[src/verilog/lvi_pkg.sv]
// constants shared by the supply monitor: register map, field layout, reset values, filter counts
// assumes an 8-bit register port with a 16-bit byte address
package lvi_pkg;
  localparam int ADDR_W = 16;
  localparam int DATA_W = 8;
  // ************************************************************
  // register map
  // ************************************************************
  localparam logic [15:0] STATUS_ADDR = 16'hFE0F;
  localparam logic [15:0] CONFIG_ADDR = 16'hFE10;
  localparam logic [15:0] EVT_STATUS_ADDR = 16'hFE11;
  localparam logic [15:0] EVT_CLEAR_ADDR = 16'hFE12;
  localparam logic [15:0] EVT_ENABLE_ADDR = 16'hFE13;
  // ************************************************************
  // field positions
  // ************************************************************
  localparam int FLAG_BIT = 0;
  localparam int CFG_PWR_BIT = 0;
  localparam int CFG_RST_BIT = 1;
  localparam int CFG_STOP_BIT = 2;
  localparam int EVT_FLAG_BIT = 0;
  localparam int EVT_TRIP_BIT = 1;
  localparam int EVT_W = 2;
  // ************************************************************
  // reset values
  // ************************************************************
  localparam logic [2:0] CONFIG_RESET = 3'h3;
  localparam logic [1:0] EVT_ENABLE_RESET = 2'h0;
  // ************************************************************
  // filter counts
  // ************************************************************
  localparam int CPU_TRIP_CYCLES = 9;
  localparam int XTAL_MIN_TICKS = 32;
  localparam int XTAL_MAX_TICKS = 40;
  localparam int XTAL_SET_TICKS = XTAL_MIN_TICKS;
  // ************************************************************
  // monitor states
  // ************************************************************
  typedef enum logic [2:0] {
    ST_OFF = 3'b001,
    ST_WATCH = 3'b010,
    ST_HOLD = 3'b100
  } mon_state_t;
endpackage : lvi_pkg

[src/verilog/supply_cmp_if.sv]
// comparator view shared between the monitor and its run-length filters
// assumes both ends sit on core_clk
`timescale 1ns/10ps
interface supply_cmp_if;
  logic below_falling;
  logic active;
  modport src (output below_falling, output active);
  modport filt (input below_falling, input active);
endinterface : supply_cmp_if

[src/verilog/run_filter.sv]
// counts consecutive qualified steps with the supply below the falling trip level
// assumes the comparator group is synchronous to core_clk
`timescale 1ns/10ps
module run_filter
  import lvi_pkg::*;
#(
  parameter int THRESHOLD = CPU_TRIP_CYCLES
)
(
  // clock and reset
  input wire logic core_clk,
  input wire logic reset,
  // comparator group and count enable
  supply_cmp_if.filt cmp,
  input wire logic step,
  // result
  output logic reached
);
  localparam int CW = $clog2(THRESHOLD + 1);
  localparam logic [CW-1:0] LIMIT = CW'(THRESHOLD);
  logic [CW-1:0] count_r;
  logic [CW-1:0] count_nxt;

  always_comb
  begin
    count_nxt = count_r;
    // any step out of the low band restarts the run
    if (!(cmp.active && cmp.below_falling))
      count_nxt = '0;
    else if (step && count_r != LIMIT)
      count_nxt = count_r + CW'(1);
  end

  always_ff @(posedge core_clk)
  begin
    if (reset)
      count_r <= '0;
    else
      count_r <= count_nxt;
  end

  assign reached = (count_r == LIMIT);
endmodule : run_filter

[src/verilog/edge_tick.sv]
// one-cycle pulse on each rising edge of a slow clock sampled as a plain input
// assumes the slow clock is well under half of core_clk
`timescale 1ns/10ps
module edge_tick
(
  // clock and reset
  input wire logic core_clk,
  input wire logic reset,
  // sampled level and pulse
  input wire logic level_in,
  output logic tick
);
  logic prev_r;
  logic prev_nxt;
  logic tick_r;
  logic tick_nxt;

  always_comb
  begin
    prev_nxt = level_in;
    tick_nxt = level_in && !prev_r;
  end

  always_ff @(posedge core_clk)
  begin
    if (reset)
    begin
      // follow the pin through reset, so a slow clock high at release gives no false tick
      prev_r <= prev_nxt;
      tick_r <= 1'b0;
    end
    else
    begin
      prev_r <= prev_nxt;
      tick_r <= tick_nxt;
    end
  end

  assign tick = tick_r;
endmodule : edge_tick

[src/verilog/low_voltage_inhibit_monitor.sv]
// supply monitor control: filters the comparator, requests reset, keeps the status flag
// assumes the analog comparator outputs and mode levels are synchronous to core_clk
//
// Added by the designer: the strobed register port.
`timescale 1ns/10ps
// Notes on behaviour
// [RULE_01] monitor enabled straight out of reset
// [RULE_02] comparator ignored while power enable clear
// [RULE_03] reset after nine consecutive low cycles
// [RULE_04] stop enable keeps monitor alive in stop
// [RULE_05] one cycle above rising level releases reset
// [RULE_06] status flag follows qualified comparator output
// [RULE_07] reset pin driven low during hold
// [RULE_08] flag readable at FE0F, other bits zero
// [RULE_09] polled use: power on, reset off
// [RULE_10] forced-reset use: both bits set
// [RULE_11] flag sets after 32 to 40 crystal ticks
// [RULE_12] above rising clears, between levels holds
// [RULE_13] system reset clears the flag
// [RULE_14] monitor core raises no CPU interrupt
// [RULE_15] wait mode keeps monitor and reset active
// [RULE_16] stop with both bits set still resets; the code also needs stop enable set before it resets in stop
// [RULE_17] stop without stop enable: monitor inactive
module low_voltage_inhibit_monitor
  import lvi_pkg::*;
(
  // clock and reset
  input wire logic core_clk,
  input wire logic reset,
  // analog comparator and slow clock
  input wire logic below_falling,
  input wire logic above_rising,
  input wire logic crystal_clock,
  // power modes
  input wire logic wait_mode,
  input wire logic stop_mode,
  // register port
  input wire logic [ADDR_W-1:0] reg_addr,
  input wire logic [DATA_W-1:0] reg_wdata,
  input wire logic reg_wr,
  input wire logic reg_rd,
  output logic [DATA_W-1:0] reg_rdata,
  // reset request and reset pin
  output logic lvi_reset_req,
  output logic rst_pin_o,
  output logic rst_pin_oe,
  // event summary line
  output logic event_irq
);
  // ************************************************************
  // register decode
  // ************************************************************
  logic cfg_we;
  logic evt_clr_we;
  logic evt_en_we;

  // the status and event status addresses decode no write: both are read-only
  assign cfg_we = reg_wr && (reg_addr == CONFIG_ADDR);
  assign evt_clr_we = reg_wr && (reg_addr == EVT_CLEAR_ADDR);
  assign evt_en_we = reg_wr && (reg_addr == EVT_ENABLE_ADDR);

  // ************************************************************
  // configuration register
  // ************************************************************
  logic [2:0] config_r;
  logic [2:0] config_nxt;
  logic power_en;
  logic reset_en;
  logic stop_en;
  logic active;

  assign power_en = config_r[CFG_PWR_BIT];
  assign reset_en = config_r[CFG_RST_BIT];
  assign stop_en = config_r[CFG_STOP_BIT];
  // wait mode does not gate the monitor; stop does unless enabled
  assign active = power_en && (!stop_mode || stop_en); // [RULE_02] [RULE_04] [RULE_15] [RULE_17]

  always_comb
  begin
    config_nxt = config_r;
    if (cfg_we)
      config_nxt = reg_wdata[2:0];
  end

  always_ff @(posedge core_clk)
  begin
    if (reset)
      config_r <= CONFIG_RESET; // [RULE_01]
    else
      config_r <= config_nxt;
  end

  // ************************************************************
  // comparator filters
  // ************************************************************
  supply_cmp_if cmp_bus ();
  logic cpu_trip;
  logic xtal_tick;
  logic xtal_trip;

  assign cmp_bus.below_falling = below_falling;
  assign cmp_bus.active = active;

  run_filter #(
    .THRESHOLD(CPU_TRIP_CYCLES)
  ) cpu_filter (
    .core_clk(core_clk),
    .reset(reset),
    .cmp(cmp_bus),
    .step(1'b1),
    .reached(cpu_trip)
  ); // [RULE_03]

  edge_tick xtal_edge (
    .core_clk(core_clk),
    .reset(reset),
    .level_in(crystal_clock),
    .tick(xtal_tick)
  );

  // set at the low end of the allowed window; the tick is one cycle late, well inside it
  run_filter #(
    .THRESHOLD(XTAL_SET_TICKS)
  ) xtal_filter (
    .core_clk(core_clk),
    .reset(reset),
    .cmp(cmp_bus),
    .step(xtal_tick),
    .reached(xtal_trip)
  ); // [RULE_11]

  // ************************************************************
  // reset hold state machine
  // ************************************************************
  mon_state_t state_r;
  mon_state_t state_nxt;
  logic trip_event;

  always_comb
  begin
    state_nxt = state_r;
    trip_event = 1'b0;
    unique case (state_r)
      ST_OFF:
      begin
        if (active)
          state_nxt = ST_WATCH;
      end
      ST_WATCH:
      begin
        if (!active)
          state_nxt = ST_OFF;
        else if (reset_en && cpu_trip) // [RULE_03] [RULE_10] [RULE_16]
        begin
          state_nxt = ST_HOLD;
          trip_event = 1'b1;
        end
      end
      ST_HOLD:
      begin
        // hold regardless of config until supply recovers
        if (above_rising) // [RULE_05]
          state_nxt = active ? ST_WATCH : ST_OFF;
      end
      default:
        state_nxt = ST_OFF;
    endcase
  end

  always_ff @(posedge core_clk)
  begin
    if (reset)
      state_r <= ST_OFF;
    else
      state_r <= state_nxt;
  end

  // the reset request and pin ride the same state, so they cannot drift apart
  assign lvi_reset_req = (state_r == ST_HOLD); // [RULE_15] [RULE_16]
  assign rst_pin_o = 1'b0;
  assign rst_pin_oe = (state_r == ST_HOLD); // [RULE_07]

  // ************************************************************
  // status flag
  // ************************************************************
  logic flag_r;
  logic flag_nxt;

  always_comb
  begin
    flag_nxt = flag_r;
    if (above_rising)
      flag_nxt = 1'b0; // [RULE_12]
    else if (xtal_trip)
      flag_nxt = 1'b1; // [RULE_06] [RULE_11]
  end

  always_ff @(posedge core_clk)
  begin
    if (reset)
      flag_r <= 1'b0; // [RULE_13]
    else
      flag_r <= flag_nxt;
  end

  // ************************************************************
  // event bits, kept apart from the monitor core
  // ************************************************************
  logic [EVT_W-1:0] evt_status;
  logic [EVT_W-1:0] evt_enable;
  logic [EVT_W-1:0] evt_set;

  always_comb
  begin
    evt_set = '0;
    evt_set[EVT_FLAG_BIT] = flag_nxt && !flag_r;
    evt_set[EVT_TRIP_BIT] = trip_event;
  end

  // one sticky bit and one enable per event source
  for (genvar i = 0; i < EVT_W; i++)
  begin : g_evt
    logic status_r;
    logic status_nxt;
    logic enable_r;
    logic enable_nxt;

    always_comb
    begin
      status_nxt = status_r;
      enable_nxt = enable_r;
      if (evt_clr_we && reg_wdata[i])
        status_nxt = 1'b0;
      // a new event in the clearing cycle survives the clear
      if (evt_set[i])
        status_nxt = 1'b1;
      if (evt_en_we)
        enable_nxt = reg_wdata[i];
    end

    always_ff @(posedge core_clk)
    begin
      if (reset)
      begin
        status_r <= 1'b0;
        enable_r <= EVT_ENABLE_RESET[i];
      end
      else
      begin
        status_r <= status_nxt;
        enable_r <= enable_nxt;
      end
    end

    assign evt_status[i] = status_r;
    assign evt_enable[i] = enable_r;
  end

  // disabled out of reset, so the monitor alone never interrupts the CPU
  assign event_irq = |(evt_status & evt_enable); // [RULE_14]

  // ************************************************************
  // register words
  // ************************************************************
  logic [DATA_W-1:0] status_word;
  logic [DATA_W-1:0] config_word;
  logic [DATA_W-1:0] evt_status_word;
  logic [DATA_W-1:0] evt_enable_word;

  // unimplemented bits read as zero
  always_comb
  begin
    status_word = '0;
    status_word[FLAG_BIT] = flag_r; // [RULE_08]
    config_word = '0;
    config_word[2:0] = config_r;
    evt_status_word = '0;
    evt_status_word[EVT_W-1:0] = evt_status;
    evt_enable_word = '0;
    evt_enable_word[EVT_W-1:0] = evt_enable;
  end

  // ************************************************************
  // read port
  // ************************************************************
  logic [DATA_W-1:0] rdata_r;
  logic [DATA_W-1:0] rdata_nxt;

  always_comb
  begin
    rdata_nxt = '0;
    if (reg_rd)
    begin
      unique case (reg_addr)
        STATUS_ADDR: rdata_nxt = status_word; // [RULE_08]
        CONFIG_ADDR: rdata_nxt = config_word;
        EVT_STATUS_ADDR: rdata_nxt = evt_status_word;
        EVT_ENABLE_ADDR: rdata_nxt = evt_enable_word;
        default: rdata_nxt = '0;
      endcase
    end
  end

  always_ff @(posedge core_clk)
  begin
    if (reset)
      rdata_r <= '0;
    else
      rdata_r <= rdata_nxt;
  end

  assign reg_rdata = rdata_r;
endmodule : low_voltage_inhibit_monitor

[config.mk]
export PLATFORM = sky130hd
export DESIGN_NAME = low_voltage_inhibit_monitor
export DESIGN_NICKNAME = d
export VERILOG_FILES = /design/src/verilog/lvi_pkg.sv /design/src/verilog/supply_cmp_if.sv /design/src/verilog/run_filter.sv /design/src/verilog/edge_tick.sv /design/src/verilog/low_voltage_inhibit_monitor.sv
export SDC_FILE = /design/constraint.sdc
export NUM_CORES = 1
export LEC_CHECK = 0
export BUFFER_PORTS_ARGS = -buffer_cell sky130_fd_sc_hd__buf_4
export CAP_MARGIN = 20
export CORE_MARGIN = 1
export CORE_UTILIZATION = 53
export CTS_CLUSTER_SIZE = 14
export DETAILED_ROUTE_END_ITERATION = 8
export PLACE_DENSITY = 0.83
export SYNTH_ARGS = -nofsm -noshare
export SYNTH_HDL_FRONTEND = slang
export SYNTH_SLANG_ARGS = --single-unit
[constraint.sdc]
create_clock -name core_clk -period 3.7 [get_ports core_clk]
set_input_delay 0.37 -clock core_clk [delete_from_list [all_inputs] [get_ports core_clk]]
set_output_delay 0.37 -clock core_clk [all_outputs]
set_load 0.01 [all_outputs]
# --- Yosys cells after proc, flatten, opt, wreduce, memory -nomap -nowiden ---
# Index checks and enable logic that the tools add are counted.
totals:
  input_bits: 33
  regBits: 31
  output_inout_bits: 12
  wordCells: 69
op_classes:
  reduce_logical: 21
  mux: 16
  eq_ne: 15
  n_addsub: 2
  n_bitwise: 3
op_table:
  columns: ["operator", "n"]
  rows:
  - ["16-bit == test, second input constant", 5]
  - ["3-bit two-way mux", 4]
  - ["3-bit case mux with 4 select lines", 1]
  - ["1-bit logical AND", 11]
  - ["1-bit two-way mux", 9]
  - ["3-bit case mux with 3 select lines", 1]
  - ["6-bit by 1-bit adder with 6-bit output, second input constant", 1]
  - ["6-bit == test, second input constant", 1]
  - ["6-bit != test, second input constant", 1]
  - ["2-bit OR reduction", 3]
  - ["4-bit by 1-bit adder with 4-bit output, second input constant", 1]
  - ["4-bit == test, second input constant", 1]
  - ["2-bit != test, second input constant", 2]
  - ["4-bit != test, second input constant", 1]
  - ["2-bit nonzero test", 2]
  - ["3-bit by 1-bit == test with 1-bit output, second input constant", 1]
  - ["3-bit by 2-bit == test with 1-bit output, second input constant", 1]
  - ["3-bit == test, second input constant", 1]
  - ["1-bit zero test", 3]
  - ["3-bit != test, second input constant", 1]
  - ["3-bit AND reduction", 1]
  - ["2-bit bitwise AND", 1]
  - ["2-bit two-way mux", 1]
  - ["1-bit NOT", 2]
  - ["1-bit logical OR", 1]

# --- Longest topological paths before layout ---
# Gate-level depths: netlist of the first run.
depth:
  depth_word: 6
  depth_mapped: 6
  ltp_nobuf: 6

# --- By module ---
# A second synthesis of the first run with hierarchy kept.
hier_totals:
  hier_cells: 166
  area_unflattened_um2: 1398.8
by_module_without_submodules:
  columns: ["module", "seq_area_each_um2", "cells_per_inst", "area_per_inst_um2", "n_inst"]
  rows:
  - ["low_voltage_inhibit_monitor", 280.3, 103, 808.3, 1]
  - ["run_filter (xtal_filter)", 120.1, 37, 316.6, 1]
  - ["run_filter (cpu_filter)", 80.1, 23, 221.5, 1]
  - ["edge_tick", 40.0, 3, 52.6, 1]

# --- Least setup slack after synthesis of the first run ---
# No wires, ideal clock.
synth_timing:
  kind: "input -> register"
  from: "in reg_addr[1]"
  to: "reg rdata_r[0] (netlist: reg_rdata[0])"
  n_path_buf: 1
  arrival_ns: 1.223
  required_ns: 3.584
  setup_time_ns: 0.116
  slack_ns: 2.360
  path_stages: 5
  cell_sequence: "buf_2 -> mux2_2 -> a22oi_1 -> o21ai_0 -> and4_1"
synth_between:
  elab_chain_len: 2
  elab_cells_between_ends: 5
  classes_between: "eq/ne: 4; mux: 1"
synth_lines:
  columns: ["element", "line_no", "rtl"]
  rows:
  - ["start: declaration", "low_voltage_inhibit_monitor.sv:38", "input wire logic [ADDR_W-1:0] reg_addr,"]
  - ["16-bit == test", "low_voltage_inhibit_monitor.sv:294", "unique case (reg_addr)"]
  - ["3-bit case mux with 4 select lines *", "low_voltage_inhibit_monitor.sv:294", null]
  - ["end signal: assignment", "low_voltage_inhibit_monitor.sv:309", "rdata_r <= rdata_nxt;"]
  - ["end: declaration", "low_voltage_inhibit_monitor.sv:286", "logic [DATA_W-1:0] rdata_r;"]
# Mark *: on every way between the ends. The rest lies on a longest branch, timed or not.
# A chain may end at the register's enable or synchronous reset.

# --- Final worst setup path of the first run ---
layout_timing:
  from: "reg cpu_filter.count_r[0]"
  to: "reg state_r[2]"
layout_between:
  elab_chain_len: 4
layout_lines:
  columns: ["element", "line_no", "rtl"]
  rows:
  - ["start: declaration", "run_filter.sv:21", "logic [CW-1:0] count_r;"]
  - ["start signal: assignment", "run_filter.sv:39", "count_r <= count_nxt;"]
  - ["4-bit == test", "run_filter.sv:42", "assign reached = (count_r == LIMIT);"]
  - ["1-bit logical AND", "low_voltage_inhibit_monitor.sv:153", "else if (reset_en && cpu_trip)"]
  - ["3-bit != test (no source line)", null, null]
  - ["3-bit AND reduction (no source line)", null, null]
  - ["end signal: assignment", "low_voltage_inhibit_monitor.sv:175", "state_r <= state_nxt;"]
  - ["end: declaration", "low_voltage_inhibit_monitor.sv:135", "mon_state_t state_r;"]
# No other way between the ends.

==> results of run 1 <==
layout make-up:
class | count | area (µm²)
Sequential cell | 26 | 520.5
Inverter | 7 | 26.28
Tap cell | 28 | 35.03
Clock inverter | 1 | 30.03
Timing Repair Buffer | 32 | 240.2
Fill cell | 191 | 673.1
Clock buffer | 3 | 22.52
Multi-Input combinational cell | 118 | 749.5
registers in the layout (all words and copies together) (netlist names):
signal / cells
xtal_filter.count_r: 6
cpu_filter.count_r: 4
config_r: 3
reg_rdata: 3
state_r: 3
g_evt.enable_r: 2
g_evt.status_r: 2
flag_r: 1
xtal_edge.prev_r: 1
xtal_edge.tick: 1
power groups by stage:
stage / Sequential (µW) / Combinational (µW) / Clock, µW
after floorplan: 292 / 29.9 / 0
after global placement: 293 / 52.5 / 0
after detailed placement: 293 / 54.4 / 0
after CTS: 287 / 54.8 / 198
after global routing: 288 / 60.7 / 210
final: 287 / 55.1 / 192
routing by layer:
layer | track usage (%) | share of wire (%) | up-vias
met3 | 8.406 | 5.6 | 4
met5 | 0 | 0 | -
met4 | 5.263 | 0.75 | 0
li1 | - | - | 605
met2 | 35.90 | 49 | 47
met1 | 26.54 | 44 | 567
metrics by stage:
| step | instance area, µm² | worst slack (ns) |
|---|---|---|
| floorplan | 1358 | 2.360 |
| global placement | 1572 | 2.255 |
| detailed placement | 1572 | 2.193 |
| CTS | 1624 | 2.123 |
| global route | 1624 | 2.040 |
| finish | 1624 | 2.119 |
Yosys cell counts, drive strengths merged, types with 3 or more instances:
library cell / instances / area share (%)
inv: 7 / 2.0
nand3: 9 / 3.4
and4: 4 / 2.8
xnor2: 3 / 2.0
nand2: 11 / 3.1
dfxtp: 26 / 39
a21oi: 9 / 3.4
o21ai: 12 / 4.5
nand4: 6 / 2.8
nor2: 17 / 4.8
buf: 8 / 4.3
xor2: 3 / 2.0
nor3b: 3 / 1.7
ha: 4 / 3.7
cell families (layout without fill, tap and decap cells):
group | Yosys count | count (layout) | synth area share [%]
simple gates | 68 | 68 | 29.53
compound gates | 30 | 30 | 13.93
flops | 26 | 26 | 38.88
buf+inv | 16 | 43 | 6.542
xor+xnor | 6 | 6 | 3.926
fa+ha+maj | 4 | 4 | 3.738
mux | 4 | 4 | 3.178
other cells | 1 | 6 | 0.2801
worst max-delay path by stage:
stage / cells past startpoint / endpoint
finish: 4 / state_r[2]$_SDFFE_PP0P_
global route: 4 / state_r[2]$_SDFFE_PP0P_
CTS: 4 / state_r[2]$_SDFFE_PP0P_
global placement: 5 / cpu_filter.count_r[1]$_SDFFE_PP0P_
detailed placement: 5 / cpu_filter.count_r[1]$_SDFFE_PP0P_
floorplan: 5 / reg_rdata[0]$_SDFF_PP0_
==> impl_metrics.yaml, run 1 <==
cells_and_area:
  layout_commonest_cell: "buf_4"
  fin_cells: 215
  antennaDiodeCount: 0
  post-route-util_pct: 70.70
  final_cell_mix: "buf_4, dfxtp_1, nor2_1"
  num-nets-final: 225
  area_growth_pct: 21.31
  layout-drive-gt1-share_pct: 24.60
synthesis:
  yosysUniqueCellTypes: 43
  async_reset_ff_share_pct: 0
  synth.yosys.warnings: 0
  syn-instance-count: 155
  syn-cell-area_mm2: 0.001339
  ys_ff_latch: 26
  synth.avg_cell_area_um2: 8.637
  synth-edff-count: 0
  ys.flop_type: "dfxtp_1"
  ys_seq_area_share_pct: 38.88
worst_setup_path:
  cp_max_fo: 4
  critical_path_buf_inv_count: 0
  critPathKind: "flip-flop to flip-flop"
  cp-start-kind: "flip-flop"
  crit_arrival_ns: 1.83
  crit_required_ns: 3.95
  r2r_end: "state_r[2]$_SDFFE_PP0P_"
  worstSetupStartpoint: "cpu_filter.count_r[0]$_SDFFE_PP0P_"
  reg2reg_slack_ns: 2.12
  cp-end-kind: "flip-flop"
  timing.reg2reg.worst_path_depth: 4
  cp_slowest_cell: "or4_1"
  critical_path.top_delay_family: "simple AND/OR/NAND/NOR gates"
  crit_path_max_incr_delay_ns: 0.52
  crit_chain: "ha_1, nand4b_1, or4_1, a21oi_1"
  reg2reg_from: "cpu_filter.count_r[0]$_SDFFE_PP0P_"
global_route:
  grt_pass1_wl_um: 4367
  grt-ovfl-total: 0
  grt_use_total_pct: 21.79
  grt_max_degree: 16
  grt_pass1_vias: 1021
  grt_antenna_before_repair: 0
floorplanning:
  start_util_pct: 58.28
  dieWidth_um: 52.26
  core_area_mm2: 0.002297
  rows: 17
  dieArea_mm2: 0.002731
  die_h_um: 52.26
  ios: 45
power:
  switchingPower_uw: 112.6
  p_per_area_mw_per_mm2: 329.3
  pwr-share-clk_pct: 36.0
  pwr-share-seq_pct: 53.7
  power_frac_comb_pct: 10.3
  switching_share_pct: 21.06
  internal-power_uw: 422.2
  ir_drop_v: 0.0003238
  finalPower_uw: 534.8
  p_leak_uw: 0.0006500
detailed_routing:
  first_pass_iters: 4
  vias_per_cell: 5.688
  final_antenna_net_count: 0
  first_iter_violations: 27
  dr_total_vias: 1223
  wirelength_um: 2817
  wl_per_cell_um: 13.10
  drc: 0
timing:
  worstMarginPinSlew_ns: 0.5434
  hold_violations: 0
  period_share_pct: 42.74
  setup_viol: 0
  rsz0062_at_grt: "false"
  slew_viol_final: 0
  skew_ns: 0.01142
  slew_headroom_pct: 63.39
  setup_tns_ns: 0
  whs_ns: 0.1466
  fmax_ghz: 0.6324
  finalCriticalPeriod_ns: 1.581
placement:
  dp_hpwl_um: 2164
  dp.cells: 211
  numPortBuffers: 32
  place_congestion: 0.8536
hold_path:
  holdPathStages: 1
  hold_path_class: "input port to flip-flop"
  hold_end: "xtal_edge.prev_r$_DFF_P_"
  hp-start: "crystal_clock"
clock_network:
  cts_buffers: 3
  insertion_delay_ns: 0.32
  numClockSinks: 26
  cts_setup_buffers: 0
  cts_buffer_depth: 2
  ctsResizeCount: 0
  cts_tree: "done"
  cts_hold_buf: 0
  cts_root_buf: "clkbuf_4"
  cts_max_level: 1
  clk_pin_slew_ns: 0.14
run:
  maxCapViolations: 0
run_status:
  outcome: "complete, no violations"
No activity file was read; power rests on OpenSTA's default activity.
==> run 2, diff against run 1 <==
ABC_AREA = 1   (was not set)
CORE_UTILIZATION = 46   (was 53)
PLACE_DENSITY = 0.75   (was 0.83)
clock period = 1.35 ns   (was 3.7 ns; I/O delays follow)
==> run 2 against run 1 <==
  * Critical path depth grew 3
  * Non-clock buffer count grew 3
  * Cell count grew 34%
  * Worst hold slack lost 0.11 ns
  * Register-to-register slack lost 2.0 ns
  * Global-route usage shrank 3.6 points
  * Die area grew 27%
  * Wire length grew 0.14%
  * Setup slack lost 2.0 ns
  * Via count grew 10%
  * Maximum frequency grew 26%
==> impl_metrics.yaml, run 2 <==
worst_setup_path:
  cp-start-kind: "flip-flop"
  crit_required_ns: 1.60
  critical_path_buf_inv_count: 1
  cp-end-kind: "flip-flop"
  crit_chain: "inv_1, ha_1, nand4_4, nand2_4, nor2_4, nand3_1, a21oi_1"
  critical_path.top_delay_family: "simple AND/OR/NAND/NOR gates"
  crit_arrival_ns: 1.50
  critPathKind: "flip-flop to flip-flop"
  cp_slowest_cell: "dfxtp_2"
  cp_max_fo: 7
  crit_path_max_incr_delay_ns: 0.36
floorplanning:
  ios: 45
  core_area_mm2: 0.003053
  dieWidth_um: 58.85
  dieArea_mm2: 0.003463
  start_util_pct: 48.69
  rows: 20
  die_h_um: 58.85
detailed_routing:
  first_iter_violations: 37
  wl_per_cell_um: 9.795
  vias_per_cell: 4.684
  dr_total_vias: 1349
  drc: 0
  final_antenna_net_count: 0
  wirelength_um: 2821
  first_pass_iters: 4
synthesis:
  synth.avg_cell_area_um2: 7.146
  synth.yosys.warnings: 0
  synth-edff-count: 0
  ys_seq_area_share_pct: 35.02
  yosysMostFrequentCell: "nand2_1"
  syn-cell-area_mm2: 0.001486
  ys_ff_latch: 26
  ys.flop_type: "dfxtp_1"
  synth_top_area_cell: "dfxtp_1"
  yosys-top-cells-area: "dfxtp_1, nand3_1, nand2_1, inv_1, nor2_1"
  yosysUniqueCellTypes: 29
  syn-instance-count: 208
  yosysTopAreaCellShare_pct: 35.02
  synth_top_cells_by_count: "nand2_1, nand3_1, inv_1, dfxtp_1, nor2_1"
  async_reset_ff_share_pct: 0
run_status:
  outcome: "complete, no violations"
timing:
  finalCriticalPeriod_ns: 1.250
  whs_ns: 0.03991
  setup_viol: 0
  hold_violations: 0
  skew_ns: 0.002945
  period_share_pct: 92.62
  fmax_ghz: 0.7997
  slew_viol_final: 0
cells_and_area:
  layout_commonest_cell: "nand2_1"
  num-nets-final: 283
  final_cell_mix: "nand2_1, buf_4, nand3_1"
  layout-drive-gt1-share_pct: 25.82
  antennaDiodeCount: 0
  fillers: 305
  largest_reg_flops: 6
  top_register: "xtal_filter.count_r"
  area_growth_pct: 22.56
  reg_top3: "xtal_filter.count_r (6), cpu_filter.count_r (4)"
global_route:
  grt_use_total_pct: 18.17
  grt_pass1_wl_um: 4830
  grt_max_degree: 14
  grt_pass1_vias: 1190
  grt_busiest_layer: "met2"
  met3_usage_pct: 4.615
  grt.met1_usage_pct: 24.63
  use_met2_pct: 28.57
  grt-ovfl-total: 0
  grt_antenna_before_repair: 0
clock_network:
  clk_pin_slew_ns: 0.13
  cts_tree: "done"
  cts_buffer_depth: 2
  insertion_delay_ns: 0.31
  cts_setup_buffers: 0
  cts_max_level: 1
  cts_buffers: 3
  cts_root_buf: "clkbuf_4"
  numClockSinks: 26
power:
  ir_drop_v: 0.0007715
  p_per_area_mw_per_mm2: 699.9
  p_leak_uw: 0.0008784
  finalPower_uw: 1275
run:
  maxCapViolations: 0
hold_path:
  hold_path_class: "input port to flip-flop"
placement:
  dp_hpwl_um: 2263
  numPortBuffers: 32
  place_congestion: 0.8335
run 2: changes by cell type after synthesis, sizes merged, moves of 3 or more:
cell,before,now
and4,4,0
inv,7,33
nand2,11,41
nand3,9,32
nor2,17,33
nor3b,3,0
o21ai,12,3
xnor2,3,0
run 2: cell type report:
cell class	count	area [µm²]	share of cell area, %
clock buffer	3	22.52	1.236
timing repair buffer	35	267.8	14.70
multi-input combinational	147	828.3	45.47
tap	44	55.05	3.022
inverter	33	123.9	6.799
sequential	26	524.3	28.78
run 2: kinds of logic (layout without fill, tap and decap cells):
family / after synthesis / in the layout / share of synthesized area, %
adder cells (fa/ha/maj): 4 / 4 / 3.367
XOR/XNOR: 3 / 3 / 1.768
flip-flops: 26 / 26 / 35.02
buffers and inverters: 40 / 71 / 11.87
AND/OR/NAND/NOR: 115 / 115 / 39.90
AO/OA/AOI/OAI: 19 / 19 / 7.828
other: 1 / 6 / 0.2523
run 2: repair_timing:
item | CTS | global route
gates resized for setup | 0 | 7
setup endpoints to repair | 0 | 6
hold endpoints to repair | 2 | 0
hold buffers | 2 | 0
run 2: worst register-to-register path, cell delays in order, from the launching register on:
cell	delay [ns]
dfxtp_2	0.36
inv_1	0.06
ha_1	0.22
nand4_4	0.13
nand2_4	0.09
nor2_4	0.12
nand3_1	0.07
a21oi_1	0.14
run 2: metrics by stage:
stage | utilization [%] | setup TNS (ns) | worst slack (ns) | std cells | area, µm²
3_3_place_gp | 57.50 | 0 | 0.1031 | 283 | 1755
2_1_floorplan | - | 0 | 0.1707 | 213 | 1505
6_report | 59.67 | 0 | 0.09958 | 288 | 1822
5_1_grt | 59.67 | -0.02401 | -0.02401 | 288 | 1822
4_1_cts | 58.89 | 0 | 0.06044 | 288 | 1798
3_5_place_dp | 57.50 | 0 | 0.07525 | 283 | 1755
run 2: layer usage:
layer,vias to the layer above,routed length [µm]
met3,4,123
met5,-,0
met2,33,1251
met4,0,28
li1,731,-
met1,581,1418
run 2: path summary, 6_finish.rpt:
path / cells after the start / startpoint / slack, ns / to
max: 7 / xtal_filter.count_r[0]$_SDFFE_PP0P_ / 0.1 / xtal_filter.count_r[5]$_SDFFE_PP0P_
min: 2 / reset / 0.04 / flag_r$_SDFF_PP0_
max reg2reg: 7 / xtal_filter.count_r[0]$_SDFFE_PP0P_ / 0.1 / xtal_filter.count_r[5]$_SDFFE_PP0P_
min reg2reg: 1 / xtal_edge.prev_r$_DFF_P_ / 0.39 / xtal_edge.tick$_SDFF_PP0_
run 2: where the power goes:
part           internal (µW)  switching [µW]  total, µW
clock network            104             211        316
registers                778            8.17        787
logic                   80.8            91.9        173
